$ cat src/rtl/sensor_duty_pkg.sv
// constants, tables and carrier types of the duty-cycle power controller
package sensor_duty_pkg;

  // =========================================================================
  // clock and bus
  localparam int unsigned CLK_MHZ    = 200;
  localparam int unsigned ADDR_W     = 12;
  localparam int unsigned DATA_W     = 32;

  // =========================================================================
  // register indices; byte address is four times the index
  localparam logic [7:0] IDX_CHAN    = 8'h02;
  localparam logic [7:0] IDX_MODE    = 8'h27;
  localparam logic [7:0] IDX_STATUS  = 8'h28;
  localparam logic [7:0] IDX_MASK    = 8'h29;
  localparam logic [7:0] IDX_THRESH  = 8'h2A;
  localparam logic [7:0] IDX_DATA_X  = 8'h2B;
  localparam logic [7:0] IDX_DATA_Y  = 8'h2C;
  localparam logic [7:0] IDX_DATA_Z  = 8'h2D;
  localparam logic [7:0] IDX_CORE    = 8'h2E;

  // =========================================================================
  // field positions
  localparam int unsigned MODE_LSB   = 0;
  localparam int unsigned INACT_LSB  = 4;
  localparam int unsigned BW_LSB     = 0;
  localparam int unsigned CHAN_LSB   = 6;   // x bit 6, y bit 7, z bit 8
  localparam int unsigned ST_UPDATE  = 0;
  localparam int unsigned ST_OVER    = 1;
  localparam int unsigned CORE_FIR   = 2;
  localparam int unsigned CORE_UNDEF = 3;
  localparam logic [2:0]  BW_FIR_MAX = 3'h2;
  localparam logic [2:0]  BW_UNDEF_A = 3'h3;
  localparam logic [2:0]  BW_UNDEF_B = 3'h7;
  localparam logic [2:0]  BW_STANDIN = 3'h6;

  // =========================================================================
  // reset values
  localparam logic [2:0]  CHAN_RESET   = 3'h7;
  localparam logic [2:0]  BW_RESET     = 3'h0;
  localparam logic [2:0]  INACT_RESET  = 3'h0;
  localparam logic [1:0]  STAT_RESET   = 2'h0;
  localparam logic [15:0] THRESH_RESET = 16'h7FFF;

  // =========================================================================
  // modes and phases
  typedef enum logic [1:0] {
    MODE_ACTIVE = 2'h0,
    MODE_SLEEP  = 2'h1,
    MODE_DUTY   = 2'h2
  } mode_type;

  typedef enum logic [1:0] {
    PH_IDLE     = 2'b00,
    PH_ACTIVE   = 2'b01,
    PH_INACTIVE = 2'b11
  } phase_type;

  // =========================================================================
  // timing tables in microseconds
  localparam int unsigned INACTIVE_US [8] = '{500, 1000, 5000, 10000, 50000, 100000, 500000, 1000000};
  // per code: one, two, three channels
  localparam int unsigned ACTIVE_US [8][3] = '{
    '{218, 390, 592}, '{135, 224, 313}, '{114, 141, 188}, '{0, 0, 0},
    '{119, 191, 263}, '{84, 125, 164},  '{69, 91, 114},   '{0, 0, 0}};

  typedef struct packed {
    logic signed [15:0] x;
    logic signed [15:0] y;
    logic signed [15:0] z;
  } field_sample_type;

endpackage

$ cat src/rtl/sensor_duty_ctrl.sv
// power mode, conversion scheduling and apb register file of the field sensor
//
// Summary of operation
// - codes 0-2 filtered, 4-6 unfiltered, 3/7 undefined
// - axes enabled independently, all on at reset
// - mode value 2 starts duty-cycle alternation
// - inactive code sets wait; code 0 is 500 us
// - register access served during any phase
// - burst length from bandwidth code and channel count
// - code 0 is slowest, most filtered conversion
// - interrupt when enabled field exceeds threshold
// - mode field: 0 active, 1 sleep, 2 duty
// - eight inactive waits, 0.5 ms to 1000 ms
// - bits 8/7/6 enable z/y/x channels
module sensor_duty_ctrl
  import sensor_duty_pkg::*;
#(
  parameter int unsigned CYCLES_PER_US = CLK_MHZ  // shorten for simulation
) (
  input  wire logic              pclk,     // bus and core clock
  input  wire logic              presetn,  // async reset, active low
  input  wire logic              psel,     // apb select
  input  wire logic              penable,  // apb access phase
  input  wire logic              pwrite,   // apb direction
  input  wire logic [ADDR_W-1:0] paddr,    // apb byte address
  input  wire logic [DATA_W-1:0] pwdata,   // apb write data
  output logic      [DATA_W-1:0] prdata,   // apb read data
  output logic                   pready,   // apb ready
  output logic                   pslverr,  // apb error on unmapped address
  input  wire field_sample_type  field,    // front-end samples, same clock
  output logic                   irq,      // level interrupt, active high
  output logic                   converting // high during active burst
);

  // =========================================================================
  // state
  typedef struct packed {
    logic              ready;
    logic              slverr;
    logic [DATA_W-1:0] rdata;
    mode_type          mode;
    logic [2:0]        inact;
    logic [2:0]        chan;   // z, y, x
    logic [2:0]        bw;
    logic [1:0]        status;
    logic [1:0]        mask;
    logic [15:0]       thresh;
    field_sample_type  data;
    phase_type         phase;
    logic [31:0]       count;
  } state_type;

  state_type st;
  state_type next_st;

  // =========================================================================
  // functions
  function automatic logic [1:0] chan_count(input logic [2:0] en);
    chan_count = {1'b0, en[0]} + {1'b0, en[1]} + {1'b0, en[2]};
  endfunction

  function automatic logic bw_undefined(input logic [2:0] code);
    bw_undefined = (code == BW_UNDEF_A) || (code == BW_UNDEF_B);
  endfunction

  // undefined codes borrow the fastest timing; no channels gives one cycle
  function automatic logic [31:0] burst_cycles(input logic [2:0] code, input logic [2:0] en);
    logic [2:0]  c;
    logic [1:0]  n;
    int unsigned us;
    c  = bw_undefined(code) ? BW_STANDIN : code;
    n  = chan_count(en);
    us = (n == 2'h0) ? 0 : ACTIVE_US[c][n - 2'h1];
    burst_cycles = (us == 0) ? 32'h0 : 32'(us * CYCLES_PER_US - 1);
  endfunction

  function automatic logic [31:0] wait_cycles(input logic [2:0] code);
    wait_cycles = 32'(INACTIVE_US[code] * CYCLES_PER_US - 1);
  endfunction

  function automatic logic [15:0] magnitude(input logic signed [15:0] v);
    magnitude = v[15] ? 16'(-v) : 16'(v);
  endfunction

  function automatic logic reg_hit(input logic [ADDR_W-1:0] a);
    logic [7:0] i;
    i = a[9:2];
    reg_hit = (a[1:0] == 2'h0) && (a[ADDR_W-1:10] == '0) &&
              (i == IDX_CHAN || i == IDX_MODE || i == IDX_STATUS || i == IDX_MASK ||
               i == IDX_THRESH || i == IDX_DATA_X || i == IDX_DATA_Y || i == IDX_DATA_Z ||
               i == IDX_CORE);
  endfunction

  // =========================================================================
  // combinational next state
  logic              access;
  logic              wr_now;
  logic              run;
  logic              fir;
  logic              over;
  logic [1:0]        stat_set;
  logic [1:0]        stat_clr;
  logic [DATA_W-1:0] rd_mux;

  always_comb begin
    next_st  = st;
    access   = psel && penable;
    wr_now   = access && st.ready && pwrite && reg_hit(paddr);
    run      = (st.mode == MODE_ACTIVE) || (st.mode == MODE_DUTY);
    fir      = (st.bw <= BW_FIR_MAX);
    stat_set = '0;
    stat_clr = '0;
    over     = (st.chan[0] && magnitude(field.x) > st.thresh) ||
               (st.chan[1] && magnitude(field.y) > st.thresh) ||
               (st.chan[2] && magnitude(field.z) > st.thresh);
    rd_mux   = '0;
    unique case (paddr[9:2])
      IDX_CHAN:   rd_mux = DATA_W'({st.chan, 3'h0, st.bw}) ;
      IDX_MODE:   rd_mux = DATA_W'({st.inact, 2'h0, st.mode});
      IDX_STATUS: rd_mux = DATA_W'(st.status);
      IDX_MASK:   rd_mux = DATA_W'(st.mask);
      IDX_THRESH: rd_mux = DATA_W'(st.thresh);
      IDX_DATA_X: rd_mux = DATA_W'(unsigned'(st.data.x));
      IDX_DATA_Y: rd_mux = DATA_W'(unsigned'(st.data.y));
      IDX_DATA_Z: rd_mux = DATA_W'(unsigned'(st.data.z));
      IDX_CORE:   rd_mux = DATA_W'({bw_undefined(st.bw), fir, st.phase});
      default:    rd_mux = '0;
    endcase

    // one wait state; slave never depends on the core phase
    if (access && !st.ready) begin
      next_st.ready  = 1'b1;
      next_st.rdata  = reg_hit(paddr) ? rd_mux : '0;
      next_st.slverr = !reg_hit(paddr);
    end else begin
      next_st.ready  = 1'b0;
      next_st.slverr = 1'b0;
    end

    if (wr_now) begin
      unique case (paddr[9:2])
        IDX_CHAN: begin
          next_st.chan = pwdata[CHAN_LSB +: 3];
          next_st.bw   = pwdata[BW_LSB +: 3];
        end
        IDX_MODE: begin
          next_st.mode  = mode_type'(pwdata[MODE_LSB +: 2]);
          next_st.inact = pwdata[INACT_LSB +: 3];
        end
        IDX_STATUS: stat_clr = pwdata[1:0];
        IDX_MASK:   next_st.mask = pwdata[1:0];
        IDX_THRESH: next_st.thresh = pwdata[15:0];
        default: ;
      endcase
    end

    // conversion scheduler
    unique case (st.phase)
      PH_IDLE: begin
        if (run) begin
          next_st.phase = PH_ACTIVE;
          next_st.count = burst_cycles(st.bw, st.chan);
        end
      end
      PH_ACTIVE: begin
        if (!run) begin
          next_st.phase = PH_IDLE;
        end else if (st.count == 32'h0) begin
          if (st.chan[0]) next_st.data.x = field.x;
          if (st.chan[1]) next_st.data.y = field.y;
          if (st.chan[2]) next_st.data.z = field.z;
          stat_set[ST_UPDATE] = 1'b1;
          stat_set[ST_OVER]   = over;
          if (st.mode == MODE_DUTY) begin
            next_st.phase = PH_INACTIVE;
            next_st.count = wait_cycles(st.inact);
          end else begin
            next_st.count = burst_cycles(st.bw, st.chan);
          end
        end else begin
          next_st.count = st.count - 32'h1;
        end
      end
      PH_INACTIVE: begin
        if (!run) begin
          next_st.phase = PH_IDLE;
        end else if (st.count == 32'h0 || st.mode == MODE_ACTIVE) begin
          next_st.phase = PH_ACTIVE;
          next_st.count = burst_cycles(st.bw, st.chan);
        end else begin
          next_st.count = st.count - 32'h1;
        end
      end
      default: next_st.phase = PH_IDLE;
    endcase

    // a set in the same cycle as its clear wins
    next_st.status = (st.status & ~stat_clr) | stat_set;
  end

  // =========================================================================
  // registers
  always_ff @(posedge pclk or negedge presetn) begin
    if (!presetn) begin
      st        <= '0;
      st.mode   <= MODE_ACTIVE;
      st.inact  <= INACT_RESET;
      st.chan   <= CHAN_RESET;
      st.bw     <= BW_RESET;
      st.status <= STAT_RESET;
      st.thresh <= THRESH_RESET;
      st.phase  <= PH_IDLE;
    end else begin
      st <= next_st;
    end
  end

  assign prdata     = st.rdata;
  assign pready     = st.ready;
  assign pslverr    = st.slverr;
  assign irq        = |(st.status & st.mask);
  assign converting = (st.phase == PH_ACTIVE);

  // =========================================================================
  // helper views of the bus and front-end; only the checks read them
  logic        [2:0]  chan_wdata;
  logic        [1:0]  mode_wdata;
  logic        [2:0]  inact_wdata;
  logic        [7:0]  bus_idx;
  logic               bus_done;
  logic signed [15:0] field_x;

  assign chan_wdata  = pwdata[CHAN_LSB +: 3];
  assign mode_wdata  = pwdata[MODE_LSB +: 2];
  assign inact_wdata = pwdata[INACT_LSB +: 3];
  assign bus_idx     = paddr[9:2];
  assign bus_done    = psel && penable && pready && reg_hit(paddr);
  assign field_x     = field.x;
endmodule

$ cat config.mk
export PLATFORM = sky130hd
export DESIGN_NAME = sensor_duty_ctrl
export DESIGN_NICKNAME = d
export VERILOG_FILES = /design/src/rtl/sensor_duty_pkg.sv /design/src/rtl/sensor_duty_ctrl.sv
export SDC_FILE = /design/constraint.sdc
export NUM_CORES = 1
export LEC_CHECK = 0
export ABC_AREA = 1
export BUFFER_PORTS_ARGS = -buffer_cell sky130_fd_sc_hd__buf_2
export CAP_MARGIN = 10
export CELL_PAD_IN_SITES_DETAIL_PLACEMENT = 1
export CELL_PAD_IN_SITES_GLOBAL_PLACEMENT = 2
export CORE_MARGIN = 2
export CORE_UTILIZATION = 35
export CTS_CLUSTER_DIAMETER = 120
export DETAILED_ROUTE_END_ITERATION = 10
export PLACE_DENSITY = 0.84
export SLEW_MARGIN = 10
export SYNTH_ARGS = -nofsm -noshare
export SYNTH_HDL_FRONTEND = slang
export SYNTH_SLANG_ARGS = --single-unit
$ cat constraint.sdc
create_clock -name pclk -period 11.5 [get_ports pclk]
set_input_delay 1.725 -clock pclk [delete_from_list [all_inputs] [get_ports pclk]]
set_output_delay 1.725 -clock pclk [all_outputs]
set_load 0.03 [all_outputs]
# Word level (Yosys, flattened, before mapping)
# Memory sizes are Yosys's and may differ from the RTL's.
# Index checks and enable logic that the tools add are counted.
[classes]
addsub = 9
multipliers = 2
order_cmp = 7
n_eq_ne = 20
muxes = 34
bitwise_logic = 7
reduce_logical = 43
[op_table]
columns = ["operator", "n"]
rows = [
  ["$mux W32", 12],
  ["$mux W96", 2],
  ["$pmux W16 S9", 1],
  ["$pmux W32 S3", 1],
  ["$sub A32 B1 Y32 const B", 3],
  ["$bmux W32 S2", 1],
  ["$eq A8 B6 Y1 const B", 8],
  ["$logic_not A32 Y1", 2],
  ["$mul A32 B5 Y29 const B", 2],
  ["$gt A16 B16 Y1", 3],
  ["$mux W16", 3],
  ["$neg A16 Y16", 3],
  ["$mux W34", 1],
  ["$mux W2", 11],
  ["$reduce_and A4 Y1", 5],
  ["$logic_or A1 B1 Y1", 13],
  ["$logic_and A1 B1 Y1", 10],
  ["$logic_not A2 Y1", 5],
  ["$eq A8 B2 Y1 const B", 1],
  ["$ge A4 B4 Y1 const B", 2],
  ["$not A3 Y4", 2],
  ["$reduce_and A2 Y1", 4],
  ["$ne A3 B2 Y1 const B", 2],
  ["$pmux W2 S3", 1],
  ["other kinds (20)", 24],
]
[word_totals]
regBits = 147
rom_bits = 1024
in_bits = 97
out_inout_bits = 36
elab_cells = 139
n_memories = 2
[memory_table]
columns = ["memory", "words", "width", "read_ports", "rd_clocked_by_memory_dff", "write_ports", "line_no", "rtl"]
rows = [
  ["(no name shown)", 8, 96, 1, 0, 0, "sensor_duty_ctrl.sv:73", "us = (n == 2'h0) ? 0 : ACTIVE_US[c][n - 2'h1];"],
  ["(no name shown)", 8, 32, 1, 0, 0, "sensor_duty_ctrl.sv:78", "wait_cycles = 32'(INACTIVE_US[code] * CYCLES_PER_US - 1);"],
]

# Longest topological paths before layout
[depth]
ltp_word = 18
mapped_depth = 36
ltp_nobuf = 36

# Worst setup path before layout
# No wires, ideal clock.
[synth_timing]
kind = "register to register"
startpoint = "reg st[106] in the netlist's numbering"
endpoint = "reg st[24] in the netlist's numbering"
setup_time_ns = 0.077
arrival_ns = 5.066
required_time_ns = 11.423
slack_ns = 6.357
stages_incl_launch_ff = 30
n_path_buf = 1
period_less_slack_ns = 5.143
path_cell_list = "dfstp_2 -> fa_1 -> inv_1 -> ha_1 -> clkbuf_1 -> inv_1 -> a221oi_1 -> nor3_1 -> inv_1 -> ha_1 -> ha_1 -> inv_1 -> fa_1 -> inv_1 -> ha_1 -> a21oi_2 -> nor2_1 -> nor2_1 -> nand2_1 -> nand2_1 -> nand2_1 -> nor2_1 -> nand2_1 -> nor2_1 -> nand2_1 -> nand2_1 -> nand3_1 -> nand2_1 -> inv_1 -> a21oi_1"
[synth_between]
elab_chain_len = 15
elab_cells_between_ends = 20
classes_between = "4 x add/sub; 1 x mul; 12 x mux; 1 x bitwise; 2 x reduce/logical"
[synth_rtl]
columns = ["item", "line_no", "rtl"]
rows = [
  ["start: declaration", "sensor_duty_ctrl.sv:53", "state_type st;"],
  ["start signal: assignment", "sensor_duty_ctrl.sv:214", "st <= next_st;"],
  ["$add A1 B1 Y2 (*)", "sensor_duty_ctrl.sv:59", "chan_count = {1'b0, en[0]} + {1'b0, en[1]} + {1'b0, en[2]};"],
  ["$add A2 B1 Y2 (*)", "sensor_duty_ctrl.sv:59", ""],
  ["$sub A2 B1 Y2", "sensor_duty_ctrl.sv:73", ""],
  ["$not A2 Y3 (implied by the code)", "sensor_duty_ctrl.sv:73", ""],
  ["$bmux W32 S2", "sensor_duty_ctrl.sv:73", ""],
  ["$mux W32 (implied by the code) (2 in series)", "sensor_duty_ctrl.sv:73", ""],
  ["$mux W32 (*)", "sensor_duty_ctrl.sv:73", ""],
  ["$mul A32 B5 Y29", "sensor_duty_ctrl.sv:74", "burst_cycles = (us == 0) ? 32'h0 : 32'(us * CYCLES_PER_US - 1);"],
  ["$sub A32 B1 Y32", "sensor_duty_ctrl.sv:74", ""],
  ["$mux W32 (*)", "sensor_duty_ctrl.sv:74", ""],
  ["$mux W32", "sensor_duty_ctrl.sv:174", "if (st.mode == MODE_DUTY) begin"],
  ["$mux W32", "sensor_duty_ctrl.sv:168", "end else if (st.count == 32'h0) begin"],
  ["$mux W32", "sensor_duty_ctrl.sv:166", "if (!run) begin"],
  ["$pmux W32 S3 (*)", "sensor_duty_ctrl.sv:158", "unique case (st.phase)"],
]
# Every way passes the cells marked *; elsewhere a longest branch is shown, timed or not. The select of a mux whose other input is x is not followed.
# A chain may end at the register's enable or synchronous reset.

# Final worst setup path
[layout_timing]
startpoint = "reg st[105] in the netlist's numbering"
endpoint = "reg st[26] in the netlist's numbering"
# Same word-level chain as after synthesis.

==> key figures <==
Power
  – Internal power: 0.840 mW
  – PD cells: 74.5 nW/um^2
  – Net Sw Frac: 0.271
  – Tot Pwr: 1.15 mW
  – VDD IR max: 0.0966 mV
  – Clock network power share: 0.502
  – Pleak: 8.57 nW
  – Power share of the sequential group: 0.403
  – Psw: 0.312 mW
  – Combinational group share of total power: 0.095

Global route
  – Routing usage on met1: 0.290
  – Gr usage total: 0.243
  – Met2 GRT Util: 0.450
  – Number of global-route vias before repair: 14,700
  – GR peak layer: met2
  – Grt ovf: 0
  – Largest net degree at the start of global routing: 71
  – First-pass GRT wire length: 79,200 um
  – Met3 usage in global routing: 0.0276
  – Antenna violations before repair: 0

Setup path
  – Setup CP Type: flip-flop to flip-flop
  – Crit Reg-Reg Startpoint: st[105]
  – CP required: 11.88 ns
  – CP endpoint kind: flip-flop
  – Reg-to-reg endpoint: st[26]
  – CP Launch Point: st[105]
  – Slowest Stage Delay on Critical Path: 0.86 ns
  – CP max FO: 15
  – Startpoint types: flip-flop
  – CP endpoint: st[26]
  – CP arrival: 6.80 ns
  – Reg-to-reg slack, setup: 5.08 ns
  – Slowest cell on crit path: fa_1
  – R2R cell count: 28

Clocking
  – Post-CTS setup buffers: 0
  – H-tree level count: 4
  – Reg clk slew, reported paths: 0.06 ns
  – # clock sinks: 131
  – Root Driver: clkbuf_16
  – CTS Hold Bufs: 0
  – Clock Latency Late Sink: 0.45 ns
  – CTS tree: yes
  – # resized after CTS: 0
  – CTS Buf Count: 17
  – Clock Path Buffers: 2

Synthesis
  – Synth Flop Type: dfrtp_1
  – Yosys cell types: 64
  – Post-synth EDFFs: 0
  – Post-synth top cells: nand2_1, inv_1, nor2_1
  – Mapped Avg Cell Area: 6.75 um^2
  – Synth area leaders: dfrtp_1, ha_1, nand2_1
  – Yosys Warn Count: 0
  – Asr flop ratio synth: 1.00
  – Cells after synthesis: 2,080
  – #FFs+latches synth: 131
  – Synth Cell Area: 14,000 um^2
  – Area leader, netlist: dfrtp_1
  – Most common cell in the synthesized netlist: nand2_1
  – Top-area cell type share of the netlist area: 0.201
  – Register area share after synthesis: 0.235

Cells and area
  – Ratio of cells with drive above 1 in the final layout: 0.101
  – Layout area overhead: 10.1%
  – # diodes: 0
  – Nets: 2,408

Timing
  – Final Hold Vio Count: 0
  – Minimum clock period: 6.42 ns
  – Final TNS setup: 0 ns
  – Setup violators final: 0
  – Final Cycle Share: 0.558
  – Rel. slew slack: 0.259
  – Worst Skew: 0.0175 ns
  – RSZ-0062 raised after global routing: no
  – FMAX: 0.156 GHz
  – Slew Limit Fails: 0
  – Worst-Margin Slew: 1.11 ns

Route
  – Total vias in the final route: 14,100
  – Starting DRC count in detailed routing: 654
  – Post-Route WL: 49,800 um
  – Vias per cell: 5.26
  – WL/cell: 18.6 um
  – Drt pass-1 iters: 5
  – Post-route DRC: 0
  – Post-route ant nets: 0

Floorplan
  – Die Y-Extent: 204 um
  – Row count: 73
  – Area of the die: 41,700 um^2
  – Die outline width: 204 um
  – Core area: 39,600 um^2
  – # IOs: 133
  – Initial core utilization: 0.354

Place
  – Placer congestion estimate: 0.906
  – Port bufs: 100
  – Detailed placement HPWL: 40,100 um

Min path
  – HP Class: flip-flop to flip-flop

Status
  – Outcome: finished, final reports clean

Job
  – Max cap viols: 0
[per-layer routing]
layer  wire length (um)  share of wire
met5                  0              0
met4               1330          0.027
met3               1330          0.027
met2              25700           0.52
met1              21400           0.43
[kinds of logic (layout without fill, tap and decap cells)]
| kind of cell | count (synthesis) | count (layout) | synth area share |
|---|---|---|---|
| buffers and inverters | 403 | 466 | 0.120 |
| AO/OA/AOI/OAI | 339 | 339 | 0.141 |
| multiplexers | 7 | 7 | 0.00561 |
| adder cells (fa/ha/maj) | 166 | 166 | 0.155 |
| flip-flops | 131 | 131 | 0.235 |
| AND/OR/NAND/NOR | 956 | 956 | 0.295 |
| other | 1 | 16 | 0.000267 |
| XOR/XNOR | 77 | 77 | 0.0480 |
[cell type report]
class,count,area [um^2]
fillers,5186,24200
clock inverters,11,153
clock buffers,21,440
inverters,325,1230
multi-input cells,1561,9110
flip-flops and latches,131,3300
repair buffers,109,574
well taps,525,657
[cell usage in the layout (no fill, tap or decap), drive strengths merged, types with 25 or more instances in the layout]
master  netlist  routed
buf          46     109
nand3       141     141
nand4        42      42
nor3         25      25
inv         320     323
a21oi        94      94
xor2         63      63
o21ai       154     154
nand2       488     488
ha          153     153
nor2        229     229
dfrtp       113     113
[worst min-delay path by stage]
stage / startpoint / slack, ns / end / cells after the start
after floorplan: st[44] / 0.45 / st[44] / 2
after global placement: st[83] / 0.46 / st[83] / 2
after detailed placement: st[83] / 0.47 / st[83] / 2
after CTS: st[83] / 0.48 / st[83] / 2
after global routing: st[83] / 0.52 / st[83] / 2
final: st[83] / 0.48 / st[83] / 2
[power by group through the flow]
| stage | combinational, mW | sequential, mW | clock, mW |
|---|---|---|---|
| after global placement | 0.106 | 0.472 | 0 |
| after global routing | 0.123 | 0.464 | 0.602 |
| after CTS | 0.111 | 0.464 | 0.583 |
| final | 0.110 | 0.464 | 0.577 |
| after detailed placement | 0.110 | 0.472 | 0 |
| after floorplan | 0.0626 | 0.473 | 0 |
[per-stage QoR]
stage          instances  hold slack [ns]  instance area, um^2   util  worst slack (ns)
4_1_cts             2683            0.484                15500  0.390              5.03
3_3_place_gp        2651            0.462                14900  0.375              5.14
6_report            2683            0.482                15500  0.390              5.08
2_1_floorplan       2095            0.453                14100      -              6.36
5_1_grt             2683            0.522                15500  0.390              4.47
3_5_place_dp        2651            0.470                14900  0.375              5.06
[flip-flops by register name, indices dropped and copies added (netlist names)]
signal,flops
pslverr,1
st,113
prdata,16
pready,1
[worst max-delay path, delay by kind of cell, from the launching register on]
family	cells	cell delay (ns)
AOI/OAI and AO/OA	3	0.47
adders and majority gates	6	2.74
buffers and inverters	5	0.64
DFF	1	0.42
and+or+nand+nor	14	2.11
Power figures use the tool's default switching activity.
